**src/inc/drive_io_params.svh**
```systemverilog
// Offsets, field positions, reset values and timing counts for the drive I/O supervisor
`ifndef DRIVE_IO_PARAMS_SVH
`define DRIVE_IO_PARAMS_SVH

// ----------------------------------------------------------------------------
// Timing
// ----------------------------------------------------------------------------
`define CLK_PERIOD_NS        4
`define HW_RESET_HOLD_NS     10000
`define HW_RESET_HOLD_CYC    ((`HW_RESET_HOLD_NS + `CLK_PERIOD_NS - 1) / `CLK_PERIOD_NS)
`define STO_DELAY_NS         1000
`define STO_DELAY_CYC        ((`STO_DELAY_NS + `CLK_PERIOD_NS - 1) / `CLK_PERIOD_NS)
`define OVERSPEED_PERCENT    10

// ----------------------------------------------------------------------------
// Device object indices
// ----------------------------------------------------------------------------
`define OBJ_DIGITAL_INPUT_LEVELS   16'h60fd
`define OBJ_DIGITAL_OUTPUT_LEVELS  16'h60fe

// ----------------------------------------------------------------------------
// Status word fields
// ----------------------------------------------------------------------------
`define SW_BIT_EMERGENCY     8
`define SW_BIT_SAFETY        14
`define SW_CODE_SOD          16'h0040
`define SW_CODE_READY        16'h0021
`define SW_CODE_SWITCHED_ON  16'h0023
`define SW_CODE_OP_ENABLED   16'h0027
`define SW_CODE_FAULT        16'h0008
`define SW_CODE_SAFETY       16'h0000

// ----------------------------------------------------------------------------
// Control word commands and fields
// ----------------------------------------------------------------------------
`define CW_MASK              16'h008f
`define CW_SHUTDOWN          16'h0006
`define CW_SWITCH_ON         16'h0007
`define CW_ENABLE_OP         16'h000f
`define CW_BIT_FAULT_RESET   7

// ----------------------------------------------------------------------------
// Controller APB register offsets
// ----------------------------------------------------------------------------
`define REG_CTRL             12'h000
`define REG_CTRL_WORD        12'h004
`define REG_STATUS           12'h008
`define REG_LEVELS           12'h00c
`define REG_RELAY            12'h010

// CTRL fields
`define CTRL_DIN_LSB         0
`define CTRL_STO_LSB         4
`define CTRL_BIT_FIELDBUS    6
`define CTRL_BIT_SAFE_STOP   7
`define CTRL_RESET           32'h0000_0000

`endif

```
**src/inc/drive_io_pkg.sv**
```systemverilog
// Shared types for the drive I/O supervisor
package drive_io_pkg;

    typedef enum logic [2:0] {
        ST_SOD         = 3'b000,
        ST_READY       = 3'b001,
        ST_SWITCHED_ON = 3'b010,
        ST_OP_ENABLED  = 3'b011,
        ST_SAFETY      = 3'b100,
        ST_FAULT       = 3'b101
    } drive_state_t;

    typedef enum logic [1:0] {
        SS_IDLE  = 2'b00,
        SS_STOP  = 2'b01,
        SS_DELAY = 2'b10,
        SS_HOLD  = 2'b11
    } safe_stop_t;

endpackage

```
**src/inc/drive_io_if.sv**
```systemverilog
// Link between the drive supervisor and its fieldbus/safety controller
`timescale 1ns/1ps
`default_nettype none

interface drive_io_if;
    logic [3:0]  din;
    logic [1:0]  safe_torque_off;
    logic        fieldbus_mode;
    logic [15:0] ctrl_word;
    logic        ctrl_word_valid;
    logic [15:0] status_word;
    logic [3:0]  dout;
    logic [31:0] din_levels;
    logic [31:0] dout_levels;
    logic [1:0]  relay_cmd;

    modport device (
        input  din,
        input  safe_torque_off,
        input  fieldbus_mode,
        input  ctrl_word,
        input  ctrl_word_valid,
        output status_word,
        output dout,
        output din_levels,
        output dout_levels,
        output relay_cmd
    );

    modport controller (
        output din,
        output safe_torque_off,
        output fieldbus_mode,
        output ctrl_word,
        output ctrl_word_valid,
        input  status_word,
        input  dout,
        input  din_levels,
        input  dout_levels,
        input  relay_cmd
    );
endinterface

`default_nettype wire

```
**src/core/drive_supervisor.sv**
```systemverilog
// Drive end: digital I/O, overspeed and safe-torque-off state supervision
// How it works
// - Overspeed alarm above limit plus ten percent
// - Four inputs, four outputs, two safety inputs
// - Input functions fire on rising edges
// - Output function active means output driven high
// - Analog mode: input one runs, two stops
// - Emergency input drops run to standby, braking
// - Hardware reset input, qualified by hold timeout
// - Fieldbus mode follows control word, ignores run/stop
// - Output one high healthy, low in fault
// - Output two high while warning pending
// - Output three high when run is reachable
// - Output four high while brake released
// - Safe-torque-off forces safety state always
// - Detected fault enters fault state
// - Leave safety only with torque-off, run low
// - Analog recovery goes safety, standby, run
// - Fieldbus recovery steps through SOD, ready, switched on, then run
// - Controller stops, disables, then delays torque-off
// - Safety relay commands individually readable
// - No torque while safe-torque-off active
// - Status bit 8 follows emergency input
// - Status bit 14 reports safety state
`timescale 1ns/1ps
`default_nettype none
`include "drive_io_params.svh"

module drive_supervisor #(
    parameter int SPEED_W       = 16,
    parameter int HW_RESET_HOLD = `HW_RESET_HOLD_CYC
) (
    input  wire logic               pclk,
    input  wire logic               presetn,
    drive_io_if.device              link,
    input  wire logic [SPEED_W-1:0] motor_speed,
    input  wire logic [SPEED_W-1:0] max_velocity,
    input  wire logic               fault_detected,
    input  wire logic               warning_pending,
    output logic                    torque_enable,
    output logic                    dynamic_brake,
    output logic                    overspeed_alarm,
    output logic [2:0]              drive_state
);

    if (SPEED_W < 4 || SPEED_W > 30 || HW_RESET_HOLD < 1) begin
        $error("drive_supervisor: unsupported parameter values");
    end

    // ------------------------------------------------------------------------
    // Input synchronisers and edge detection
    // ------------------------------------------------------------------------
    logic [5:0] meta_q;
    logic [5:0] sync_q;
    logic [5:0] prev_q;

    always_ff @(posedge pclk or negedge presetn) begin
        if (!presetn) begin
            meta_q <= 6'h00;
            sync_q <= 6'h00;
            prev_q <= 6'h00;
        end else begin
            meta_q <= {link.safe_torque_off, link.din};
            sync_q <= meta_q;
            prev_q <= sync_q;
        end
    end

    logic [3:0] din_s;
    logic [3:0] din_rise;
    logic       sto_active;
    assign din_s      = sync_q[3:0];
    assign din_rise   = sync_q[3:0] & ~prev_q[3:0];
    assign sto_active = |sync_q[5:4];

    // ------------------------------------------------------------------------
    // Overspeed: speed above limit + limit/10
    // ------------------------------------------------------------------------
    // Five spare bits so the product with the percentage cannot wrap at high limits
    function automatic logic [SPEED_W+1:0] speed_limit(input logic [SPEED_W-1:0] vmax);
        logic [SPEED_W+4:0] wide;
        wide = {5'h00, vmax};
        wide = wide + (wide * (SPEED_W+5)'(`OVERSPEED_PERCENT)) / (SPEED_W+5)'(100);
        return wide[SPEED_W+1:0];
    endfunction

    logic overspeed_q;
    always_ff @(posedge pclk or negedge presetn) begin
        if (!presetn)
            overspeed_q <= 1'b0;
        else
            overspeed_q <= {2'b00, motor_speed} > speed_limit(max_velocity);
    end

    // ------------------------------------------------------------------------
    // Hardware reset qualification: input must stay high for the hold time
    // ------------------------------------------------------------------------
    logic [31:0] hold_cnt_q;
    logic        hw_reset_q;

    always_ff @(posedge pclk or negedge presetn) begin
        if (!presetn) begin
            hold_cnt_q <= 32'h0000_0000;
            hw_reset_q <= 1'b0;
        end else begin
            hw_reset_q <= 1'b0;
            if (!din_s[3]) begin
                hold_cnt_q <= 32'h0000_0000;
            end else if (din_rise[3]) begin
                hold_cnt_q <= 32'h0000_0001;
            end else if (hold_cnt_q != 32'h0000_0000) begin
                // A held level fires once; a glitch shorter than the hold is ignored
                if (hold_cnt_q == 32'(HW_RESET_HOLD)) begin
                    hold_cnt_q <= 32'h0000_0000;
                    hw_reset_q <= 1'b1;
                end else begin
                    hold_cnt_q <= hold_cnt_q + 32'h0000_0001;
                end
            end
        end
    end

    // ------------------------------------------------------------------------
    // Drive state machine
    // ------------------------------------------------------------------------
    drive_io_pkg::drive_state_t state_q;
    drive_io_pkg::drive_state_t state_d;
    logic [15:0] cw;
    logic        cw_cmd;
    logic        recover_ok;
    assign cw         = link.ctrl_word & `CW_MASK;
    assign cw_cmd     = link.fieldbus_mode && link.ctrl_word_valid;
    assign recover_ok = !sto_active && !din_s[0];

    always_comb begin
        state_d = state_q;
        case (state_q)
            drive_io_pkg::ST_SOD: begin
                if (cw_cmd && cw == `CW_SHUTDOWN)
                    state_d = drive_io_pkg::ST_READY;
            end
            drive_io_pkg::ST_READY: begin
                if (cw_cmd && cw == `CW_SWITCH_ON)
                    state_d = drive_io_pkg::ST_SWITCHED_ON;
            end
            drive_io_pkg::ST_SWITCHED_ON: begin
                if (din_s[2])
                    state_d = drive_io_pkg::ST_SWITCHED_ON;
                else if (link.fieldbus_mode && cw_cmd && cw == `CW_ENABLE_OP)
                    state_d = drive_io_pkg::ST_OP_ENABLED;
                else if (!link.fieldbus_mode && din_rise[0] && !din_s[1])
                    state_d = drive_io_pkg::ST_OP_ENABLED;
            end
            drive_io_pkg::ST_OP_ENABLED: begin
                if (din_rise[2])
                    state_d = drive_io_pkg::ST_SWITCHED_ON;
                else if (link.fieldbus_mode && cw_cmd && cw == `CW_SWITCH_ON)
                    state_d = drive_io_pkg::ST_SWITCHED_ON;
                else if (!link.fieldbus_mode && din_rise[1])
                    state_d = drive_io_pkg::ST_SWITCHED_ON;
            end
            drive_io_pkg::ST_SAFETY: begin
                if (recover_ok)
                    state_d = link.fieldbus_mode ? drive_io_pkg::ST_SOD
                                                 : drive_io_pkg::ST_SWITCHED_ON;
            end
            drive_io_pkg::ST_FAULT: begin
                if (hw_reset_q || (cw_cmd && link.ctrl_word[`CW_BIT_FAULT_RESET]))
                    state_d = link.fieldbus_mode ? drive_io_pkg::ST_SOD
                                                 : drive_io_pkg::ST_SWITCHED_ON;
            end
            default: state_d = drive_io_pkg::ST_SOD;
        endcase
        // Safety outranks fault so a live torque-off is never masked
        if (sto_active)
            state_d = drive_io_pkg::ST_SAFETY;
        else if (fault_detected || overspeed_q)
            state_d = drive_io_pkg::ST_FAULT;
    end

    always_ff @(posedge pclk or negedge presetn) begin
        if (!presetn)
            state_q <= drive_io_pkg::ST_SOD;
        else
            state_q <= state_d;
    end

    // ------------------------------------------------------------------------
    // Outputs
    // ------------------------------------------------------------------------
    function automatic logic [15:0] state_code(input drive_io_pkg::drive_state_t s);
        case (s)
            drive_io_pkg::ST_SOD:         return `SW_CODE_SOD;
            drive_io_pkg::ST_READY:       return `SW_CODE_READY;
            drive_io_pkg::ST_SWITCHED_ON: return `SW_CODE_SWITCHED_ON;
            drive_io_pkg::ST_OP_ENABLED:  return `SW_CODE_OP_ENABLED;
            drive_io_pkg::ST_FAULT:       return `SW_CODE_FAULT;
            default:                      return `SW_CODE_SAFETY;
        endcase
    endfunction

    logic [3:0]  dout_d;
    logic [15:0] status_d;
    always_comb begin
        dout_d[0] = state_d != drive_io_pkg::ST_FAULT;
        dout_d[1] = warning_pending || overspeed_q;
        dout_d[2] = state_d == drive_io_pkg::ST_SWITCHED_ON && !din_s[2];
        dout_d[3] = state_d == drive_io_pkg::ST_OP_ENABLED;
        status_d  = state_code(state_d);
        status_d[`SW_BIT_EMERGENCY] = din_s[2];
        status_d[`SW_BIT_SAFETY]    = state_d == drive_io_pkg::ST_SAFETY;
    end

    logic [3:0]  dout_q;
    logic [15:0] status_q;
    logic [31:0] din_lvl_q;
    logic [1:0]  relay_q;
    logic        torque_q;
    logic        brake_q;

    always_ff @(posedge pclk or negedge presetn) begin
        if (!presetn) begin
            dout_q    <= 4'h0;
            status_q  <= `SW_CODE_SOD;
            din_lvl_q <= 32'h0000_0000;
            relay_q   <= 2'h0;
            torque_q  <= 1'b0;
            brake_q   <= 1'b0;
        end else begin
            dout_q    <= dout_d;
            status_q  <= status_d;
            din_lvl_q <= {28'h000_0000, din_s};
            relay_q   <= sync_q[5:4];
            torque_q  <= state_d == drive_io_pkg::ST_OP_ENABLED && !sto_active;
            brake_q   <= state_q == drive_io_pkg::ST_OP_ENABLED && din_rise[2];
        end
    end

    assign link.dout        = dout_q;
    assign link.status_word = status_q;
    assign link.din_levels  = din_lvl_q;
    assign link.dout_levels = {28'h000_0000, dout_q};
    assign link.relay_cmd   = relay_q;
    assign torque_enable    = torque_q;
    assign dynamic_brake    = brake_q;
    assign overspeed_alarm  = overspeed_q;
    assign drive_state      = state_q;

endmodule

`default_nettype wire

```
**src/flat_wrapper.sv**
```systemverilog
// flat-port wrapper written by rule: the top's interface ports become plain ports
module drive_supervisor_flat 
#(
    parameter int SPEED_W       = 16,
    parameter int HW_RESET_HOLD = `HW_RESET_HOLD_CYC
)
  (pclk, presetn, motor_speed, max_velocity, fault_detected, warning_pending, torque_enable, dynamic_brake, overspeed_alarm, drive_state, link_din, link_safe_torque_off, link_fieldbus_mode, link_ctrl_word, link_ctrl_word_valid, link_status_word, link_dout, link_din_levels, link_dout_levels, link_relay_cmd);
  drive_io_if link_i ();
  input  wire logic pclk;
  input  wire logic presetn;
  input  wire logic [SPEED_W-1:0] motor_speed;
  input  wire logic [SPEED_W-1:0] max_velocity;
  input  wire logic fault_detected;
  input  wire logic warning_pending;
  output logic torque_enable;
  output logic dynamic_brake;
  output logic overspeed_alarm;
  output logic [2:0] drive_state;
  input wire logic [$bits(link_i.din)-1:0] link_din;
  input wire logic [$bits(link_i.safe_torque_off)-1:0] link_safe_torque_off;
  input wire logic [$bits(link_i.fieldbus_mode)-1:0] link_fieldbus_mode;
  input wire logic [$bits(link_i.ctrl_word)-1:0] link_ctrl_word;
  input wire logic [$bits(link_i.ctrl_word_valid)-1:0] link_ctrl_word_valid;
  output wire logic [$bits(link_i.status_word)-1:0] link_status_word;
  output wire logic [$bits(link_i.dout)-1:0] link_dout;
  output wire logic [$bits(link_i.din_levels)-1:0] link_din_levels;
  output wire logic [$bits(link_i.dout_levels)-1:0] link_dout_levels;
  output wire logic [$bits(link_i.relay_cmd)-1:0] link_relay_cmd;
  assign link_i.din = link_din;
  assign link_i.safe_torque_off = link_safe_torque_off;
  assign link_i.fieldbus_mode = link_fieldbus_mode;
  assign link_i.ctrl_word = link_ctrl_word;
  assign link_i.ctrl_word_valid = link_ctrl_word_valid;
  assign link_status_word = link_i.status_word;
  assign link_dout = link_i.dout;
  assign link_din_levels = link_i.din_levels;
  assign link_dout_levels = link_i.dout_levels;
  assign link_relay_cmd = link_i.relay_cmd;
  drive_supervisor #(.SPEED_W(SPEED_W), .HW_RESET_HOLD(HW_RESET_HOLD)) u_core (.pclk(pclk), .presetn(presetn), .link(link_i), .motor_speed(motor_speed), .max_velocity(max_velocity), .fault_detected(fault_detected), .warning_pending(warning_pending), .torque_enable(torque_enable), .dynamic_brake(dynamic_brake), .overspeed_alarm(overspeed_alarm), .drive_state(drive_state));
endmodule
```
**config.mk**
```make
export PLATFORM = sky130hd
export DESIGN_NAME = drive_supervisor_flat
export DESIGN_NICKNAME = d
export VERILOG_FILES = /design/src/inc/drive_io_pkg.sv /design/src/inc/drive_io_if.sv /design/src/core/drive_supervisor.sv /design/src/flat_wrapper.sv
export VERILOG_INCLUDE_DIRS = /design/src /design/src/inc
export SDC_FILE = /design/constraint.sdc
export NUM_CORES = 1
export LEC_CHECK = 0
export BUFFER_PORTS_ARGS = -buffer_cell sky130_fd_sc_hd__buf_2
export CORE_ASPECT_RATIO = 0.75
export CORE_MARGIN = 2
export CORE_UTILIZATION = 60
export DETAILED_ROUTE_END_ITERATION = 10
export PLACE_DENSITY_LB_ADDON = 0.15
export SLEW_MARGIN = 20
export SYNTH_ARGS = -nofsm -noshare
export SYNTH_HDL_FRONTEND = slang
export SYNTH_SLANG_ARGS = --single-unit
```
**constraint.sdc**
```tcl
create_clock -name pclk -period 4.9 [get_ports pclk]
set_clock_uncertainty 0.05 [all_clocks]
set_input_delay 0.49 -clock pclk [delete_from_list [all_inputs] [get_ports pclk]]
set_output_delay 0.49 -clock pclk [all_outputs]
set_load 0.01 [all_outputs]
```
==> results of run 1 <==
-- per-stage QoR --
step | hold slack [ns] | cell area (um2) | instances | util [%] | setup WS [ns]
2_1_floorplan | 0.144 | 8780 | 1060 | - | -7.30
3_3_place_gp | 0.285 | 10800 | 1493 | 79.7 | -7.90
3_5_place_dp | 0.286 | 10800 | 1493 | 79.7 | -8.26
4_1_cts | 0.101 | 11300 | 1514 | 83.4 | -7.53
5_1_grt | 0.131 | 11800 | 1526 | 86.6 | -8.70
6_report | 0.0913 | 11800 | 1526 | 86.6 | -8.43
-- final timing paths --
check	end	cells past startpoint
setup / recovery	u_core.overspeed_alarm	63
hold / removal	u_core.sync_q[0]	1
setup reg to reg	u_core.hold_cnt_q[28]	14
hold reg to reg	u_core.sync_q[1]	0
max in group asynchronous	u_core.hold_cnt_q[14]	2
min in group pclk	u_core.meta_q[4]	1
-- cells in the mapped netlist, types with 5 or more instances --
| master | instances |
|---|---|
| a211o_1 | 7 |
| nor4_1 | 13 |
| a21oi_1 | 44 |
| nand4_1 | 16 |
| and3_1 | 21 |
| clkbuf_1 | 17 |
| or3_1 | 15 |
| a22oi_1 | 5 |
| o221ai_1 | 5 |
| buf_4 | 70 |
| xor2_1 | 34 |
| o21ai_0 | 45 |
| a211oi_1 | 15 |
| o22ai_1 | 8 |
| buf_2 | 9 |
| mux2i_1 | 5 |
| o32ai_1 | 5 |
| inv_1 | 33 |
| nand2b_1 | 14 |
| xnor2_1 | 31 |
| o211ai_1 | 18 |
| nor2_1 | 68 |
| nand3_1 | 44 |
| nand2_1 | 66 |
| nor3_1 | 25 |
| nor2b_1 | 12 |
| a31oi_1 | 8 |
| dfrtp_1 | 66 |
| ha_1 | 60 |
| or4_1 | 5 |
| a21o_1 | 27 |
| or2_2 | 7 |
| o21a_1 | 7 |
| o21ai_1 | 6 |
| a221oi_1 | 5 |
| and2_1 | 22 |
-- sequential cells by signal, summed over array words and instances (netlist names) --
signal	flops
u_core.torque_enable	1
u_core.link.status_word	6
u_core.overspeed_alarm	1
u_core.link.relay_cmd	2
u_core.meta_q	6
u_core.link.din_levels	4
u_core.hold_cnt_q	32
u_core.dynamic_brake	1
u_core.hw_reset_q	1
u_core.sync_q	6
u_core.link.dout	4
u_core.drive_state	3
-- area by class of cell --
cell class | count | area share (%)
flip-flops and latches | 67 | 14.3
well taps | 175 | 1.86
repair buffers | 375 | 22.5
clock buffers | 9 | 1.92
multi-input cells | 857 | 57.6
clock inverters | 7 | 0.713
inverters | 36 | 1.17
-- cells by family (layout without fill, tap and decap cells) --
group | Yosys count | count (layout) | share of synthesized area [%]
multiplexers | 10 | 10 | 1.37
AND/OR/NAND/NOR | 360 | 360 | 23.6
XOR/XNOR | 67 | 67 | 7.30
AO/OA/AOI/OAI | 293 | 293 | 27.8
other | 1 | 64 | 0.0455
buffers and inverters | 136 | 427 | 9.83
flip-flops | 67 | 67 | 20.4
adder cells (fa/ha/maj) | 63 | 63 | 9.72
-- routing by layer --
| layer | part of all wire, % | vias to the layer above |
|---|---|---|
| li1 | - | 4304 |
| met1 | 39 | 4626 |
| met2 | 45 | 829 |
| met3 | 11 | 210 |
| met4 | 5.1 | 0 |
| met5 | 0 | - |
-- timing repair --
| action | in CTS | in global routing |
|---|---|---|
| pin swaps | 16 | 57 |
| setup endpoints to repair | 1 | 1 |
| setup buffers | 5 | 12 |
| gates resized for setup | 33 | 64 |
| endpoints found under the hold margin | 0 | 0 |
==> key figures, run 1 <==
GRT
  – First-pass GRT wire length: 42.9 mm
  – Gr usage total: 35.6%
  – Initial antenna violation count: 0
  – GR peak layer: met2
  – Routing usage on met1: 50.3%
  – GRT overflow: 0
  – Vias in the first global route: 8631
  – Met3 GRT Util: between 7 and 8%
  – Largest net degree at the start of global routing: 42
  – Global Route met2 Usage: a little over half

STA
  – Sum of negative setup slack: -8.43 ns
  – Unrepaired setup endpoints after global routing: yes
  – Highest clock rate: 0.0750 GHz
  – Tcrit/Tclk final: 272%
  – Final WS setup: -8.43 ns
  – Slew Limit Fails: 0
  – Crit path time final: roughly 13 ns
  – Final Hold Fails: 0
  – Slew @ Worst Pin: 0.860 ns
  – Setup Viol. Count Final: 1
  – Max_slew headroom: between 40% and 50%

Setup path
  – Worst path max stage delay: ~0.54 ns
  – Worst EP arrival: 13.49 ns
  – Worst r2r src: u_core.hold_cnt_q[0]
  – WS Path Type: input port to flop
  – Critical Path Start Type: input port
  – Critical path's top delay family: compound AO/OA/AOI/OAI gates
  – Critical path origin: max_velocity[8]
  – CP max stage cell: o22ai_1
  – Cell mode on critical path: buf_4
  – CP Data Required Time: 5.07 ns
  – FF-to-FF setup slack: 1.53 ns
  – Buffer and inverter count on the worst path: 10
  – Critical path endpoint category: flop
  – Critical Path Fanout Max: 8

Die
  – DIE HEIGHT: 105 um
  – Die Wd: 139 um
  – Top-level I/O count: roughly 150
  – Die footprint: 14700 um2
  – Starting Density: 60.7%
  – Core area: 13600 um2
  – Core Rows: 37

CTS
  – CTS tree: yes
  – CTS sink count: 67
  – Hold buffers post-CTS: 0
  – Clock Latency Late Sink: 0.34 ns
  – CTS Buf Count: 9
  – CTS Root Cell: clkbuf_16
  – CTS H-tree lvls: 3
  – CTS clock-pin slew for the worst setup and hold paths: 0.06 ns
  – CTS Buffer Depth: 2

Finish
  – Diode count: 0
  – Register Area: ~1700 um2
  – Fillcell total: 675
  – Most common cell after layout, fill and taps aside: buf_4
  – Synth-to-layout area growth: 42.6%
  – Most frequent cells in the layout: buf_4 (295), buf_2 (75), nand2_1 (66), dfrtp_1 (66), nor2_1 (65)
  – Final-stage net count: 1468
  – Share of cells above drive strength 1: between 40% and 50%
  – Multi-input gate area in the final layout: 6760 um2

Status
  – Outcome: finished, violations left
  – Failing checks: DRC, setup timing

Detailed routing
  – Drt total wl: 32.2 mm
  – Post-DR vias/cell: about 6.5
  – 1st-iter DRT viols: 1306
  – Routed wire per std cell: 21.1 um
  – DRT Pass-1 Iters: 11
  – Final ANT Viol Nets: 0
  – Via Count: 9969
  – DRC violation count after routing: 2

Synth
  – Sequential element share of the synthesized area: 20.4%
  – Yosys warnings: 0
  – Post-Syn Instances: roughly 1000
  – Synthesized area: between 8000 and 9000 um2
  – Synth cell types: ~110
  – Top_reg_cell synth: dfrtp_1
  – Synth top area share: 20.0%
  – Asr flop ratio synth: 100%
  – Top cells by area, synth: dfrtp_1 (20%), ha_1 (9.1%), buf_4 (6.4%)
  – Post-synth top area cell: dfrtp_1
  – #FFs+latches synth: 67
  – Post-synth EDFFs: 0
  – Synth Area per Inst: 8.26 um2

Worst hold path
  – Worst min path class: input port to async pin

Place
  – Port-buffer cells: 76
  – DP HPWL: between 20 and 25 mm
  – Gpl congestion: 0.939

Job
  – Max-cap violations: 0
Power of run 1 is left out: the tool's default activity adds up to more than one toggle a clock period on the data nets, which glitch-free logic cannot reach.
==> run 2, diff against run 1 <==
Settings changed: CTS_BUF_LIST from default to sky130_fd_sc_hd__clkbuf_8, SKIP_CTS_REPAIR_TIMING from default to 1.
==> run 2 against run 1 <==
Net effect:
- the run ends with setup timing left
- non-clock buffer count down 6
- setup slack better by 0.42 ns
- die area unchanged
- clock-buffer cell count unchanged
- critical path depth up 2
- wire length down 13%
- cell area down 3.4%
==> key figures, run 2 (same netlist as run 1, synthesis figures left out) <==
Status
  – Outcome: finished, violations left
  – Failing checks: setup timing

Detailed routing
  – DRC violation count after routing: 0
  – Final ANT Viol Nets: 0
  – Drt total wl: 27.9 mm
  – Routed wire per std cell: 18.3 um
  – DRT Pass-1 Iters: 5
  – Via Count: 9365
  – Post-DR vias/cell: 6.16
  – 1st-iter DRT viols: 975

GRT
  – Largest net degree at the start of global routing: 42
  – First-pass GRT wire length: 40.7 mm
  – Vias in the first global route: roughly 8200
  – GRT overflow: 0
  – Gr usage total: about a third
  – Initial antenna violation count: 0

Setup path
  – WS Path Type: input port to flop
  – CP Data Required Time: 5.11 ns
  – Critical Path Fanout Max: 8
  – Critical path endpoint category: flop
  – CP max stage cell: nor4_2
  – Critical Path Start Type: input port
  – Critical path origin: max_velocity[11]
  – Reg2reg end: u_core.hold_cnt_q[28]
  – Worst EP arrival: about 13 ns
  – Worst r2r src: u_core.hold_cnt_q[0]
  – Setup crit end: u_core.overspeed_alarm
  – Worst path max stage delay: 0.47 ns
  – Reg2Reg Depth: 14
  – FF-to-FF setup slack: around 1.6 ns
  – Cell mode on critical path: buf_4

Finish
  – Most frequent cells in the layout: buf_4 (292), buf_2 (76), nand2_1 (66), dfrtp_1 (66), nor2_1 (65)
  – Share of cells above drive strength 1: 39.0%
  – Final Cell Area: about 11000 um2
  – Diode count: 0
  – Register Area: 1680 um2
  – Multi-input gate area in the final layout: around 6500 um2
  – Fillcell total: between 800 and 900
  – Finished Core Util: 83.7%
  – Most common cell after layout, fill and taps aside: buf_4
  – Max reg flops: 32
  – Final-stage net count: 1462
  – Synth-to-layout area growth: 37.8%
  – Biggest register: u_core.hold_cnt_q

CTS
  – CTS Buf Count: 9
  – CTS Buffer Depth: 2
  – CTS tree: yes
  – CTS clock-pin slew for the worst setup and hold paths: around 0.080 ns
  – CTS Root Cell: clkbuf_8
  – CTS sink count: 67
  – CTS H-tree lvls: 3
  – Clock Latency Late Sink: 0.36 ns

Die
  – Core area: 13600 um2
  – Core Rows: 37
  – DIE HEIGHT: 105 um
  – Die footprint: 14700 um2
  – Die Wd: between 100 and 150 um
  – Top-level I/O count: 152
  – Starting Density: 60.7%

STA
  – Sum of negative setup slack: -8.01 ns
  – Highest clock rate: 0.0775 GHz
  – Final Hold Fails: 0
  – Final WS setup: -8.01 ns
  – Unrepaired setup endpoints after global routing: yes
  – Crit path time final: roughly 13 ns
  – Slew Limit Fails: 0
  – Setup Viol. Count Final: 1
  – Tcrit/Tclk final: 263%
  – Slew @ Worst Pin: 0.796 ns
  – Max_slew headroom: between 40% and 50%

Place
  – Pre-CTS setup slack: -8.26 ns
  – Cell Area, Placed: ~11000 um2
  – DP HPWL: roughly 20 mm
  – Gpl congestion: 0.939
  – Port-buffer cells: 76

Worst hold path
  – Worst min path class: input port to async pin

Job
  – Max-cap violations: 0
## run 2: changes by cell type in the layout (fill, tap and decap cells not counted), moves of 3 or more
| cell | change |
|---|---|
| clkbuf_16 | -9 |
| clkbuf_8 | +9 |
| ha_1 | +6 |
| ha_4 | -6 |
| o21ai_0 | +6 |
| a21oi_1 | +4 |
| a21oi_4 | -3 |
| buf_4 | -3 |
| buf_6 | -3 |
| o21ai_1 | -3 |
| o21ai_2 | -3 |
## run 2: layout make-up
cell class / count / area share, %
multi-input combinational: 857 / 57.5
timing repair buffer: 369 / 22.8
sequential: 67 / 14.8
tap: 175 / 1.93
inverter: 36 / 1.21
clock buffer: 9 / 1.09
clock inverter: 7 / 0.738
## run 2: routing by layer
layer,GRT usage [%],wire (um),up-vias
li1,-,-,4308
met1,49.5,11900,4432
met2,49.6,12300,551
met3,7.00,2820,74
met4,9.31,795,0
met5,0,0,-
## run 2: critical path: cells and delay by family
family,cells,cell delay (ns)
compound gates,36,6.48
fa+ha+maj,4,1.19
xor+xnor,1,0.10
simple gates,12,3.17
buf+inv,12,1.70
## run 2: through the flow
stage	instances	hold WS (ns)
after floorplan	1060	0.144
after global placement	1493	0.285
after detailed placement	1493	0.286
after CTS	1509	0.0791
after global routing	1520	0.112
final	1520	0.0679
## run 2: worst min path at each step
stage / from / endpoint / slack, ns / cells past startpoint
6_report: presetn / u_core.meta_q[0] / 0.07 / 1
2_1_floorplan: presetn / u_core.drive_state[0] / 0.14 / 0
5_1_grt: presetn / u_core.link.dout[2] / 0.11 / 1
3_3_place_gp: u_core.meta_q[3] / u_core.sync_q[3] / 0.29 / 0
4_1_cts: presetn / u_core.sync_q[0] / 0.08 / 1
3_5_place_dp: u_core.meta_q[3] / u_core.sync_q[3] / 0.29 / 0
Power of run 2 is left out for the same reason.
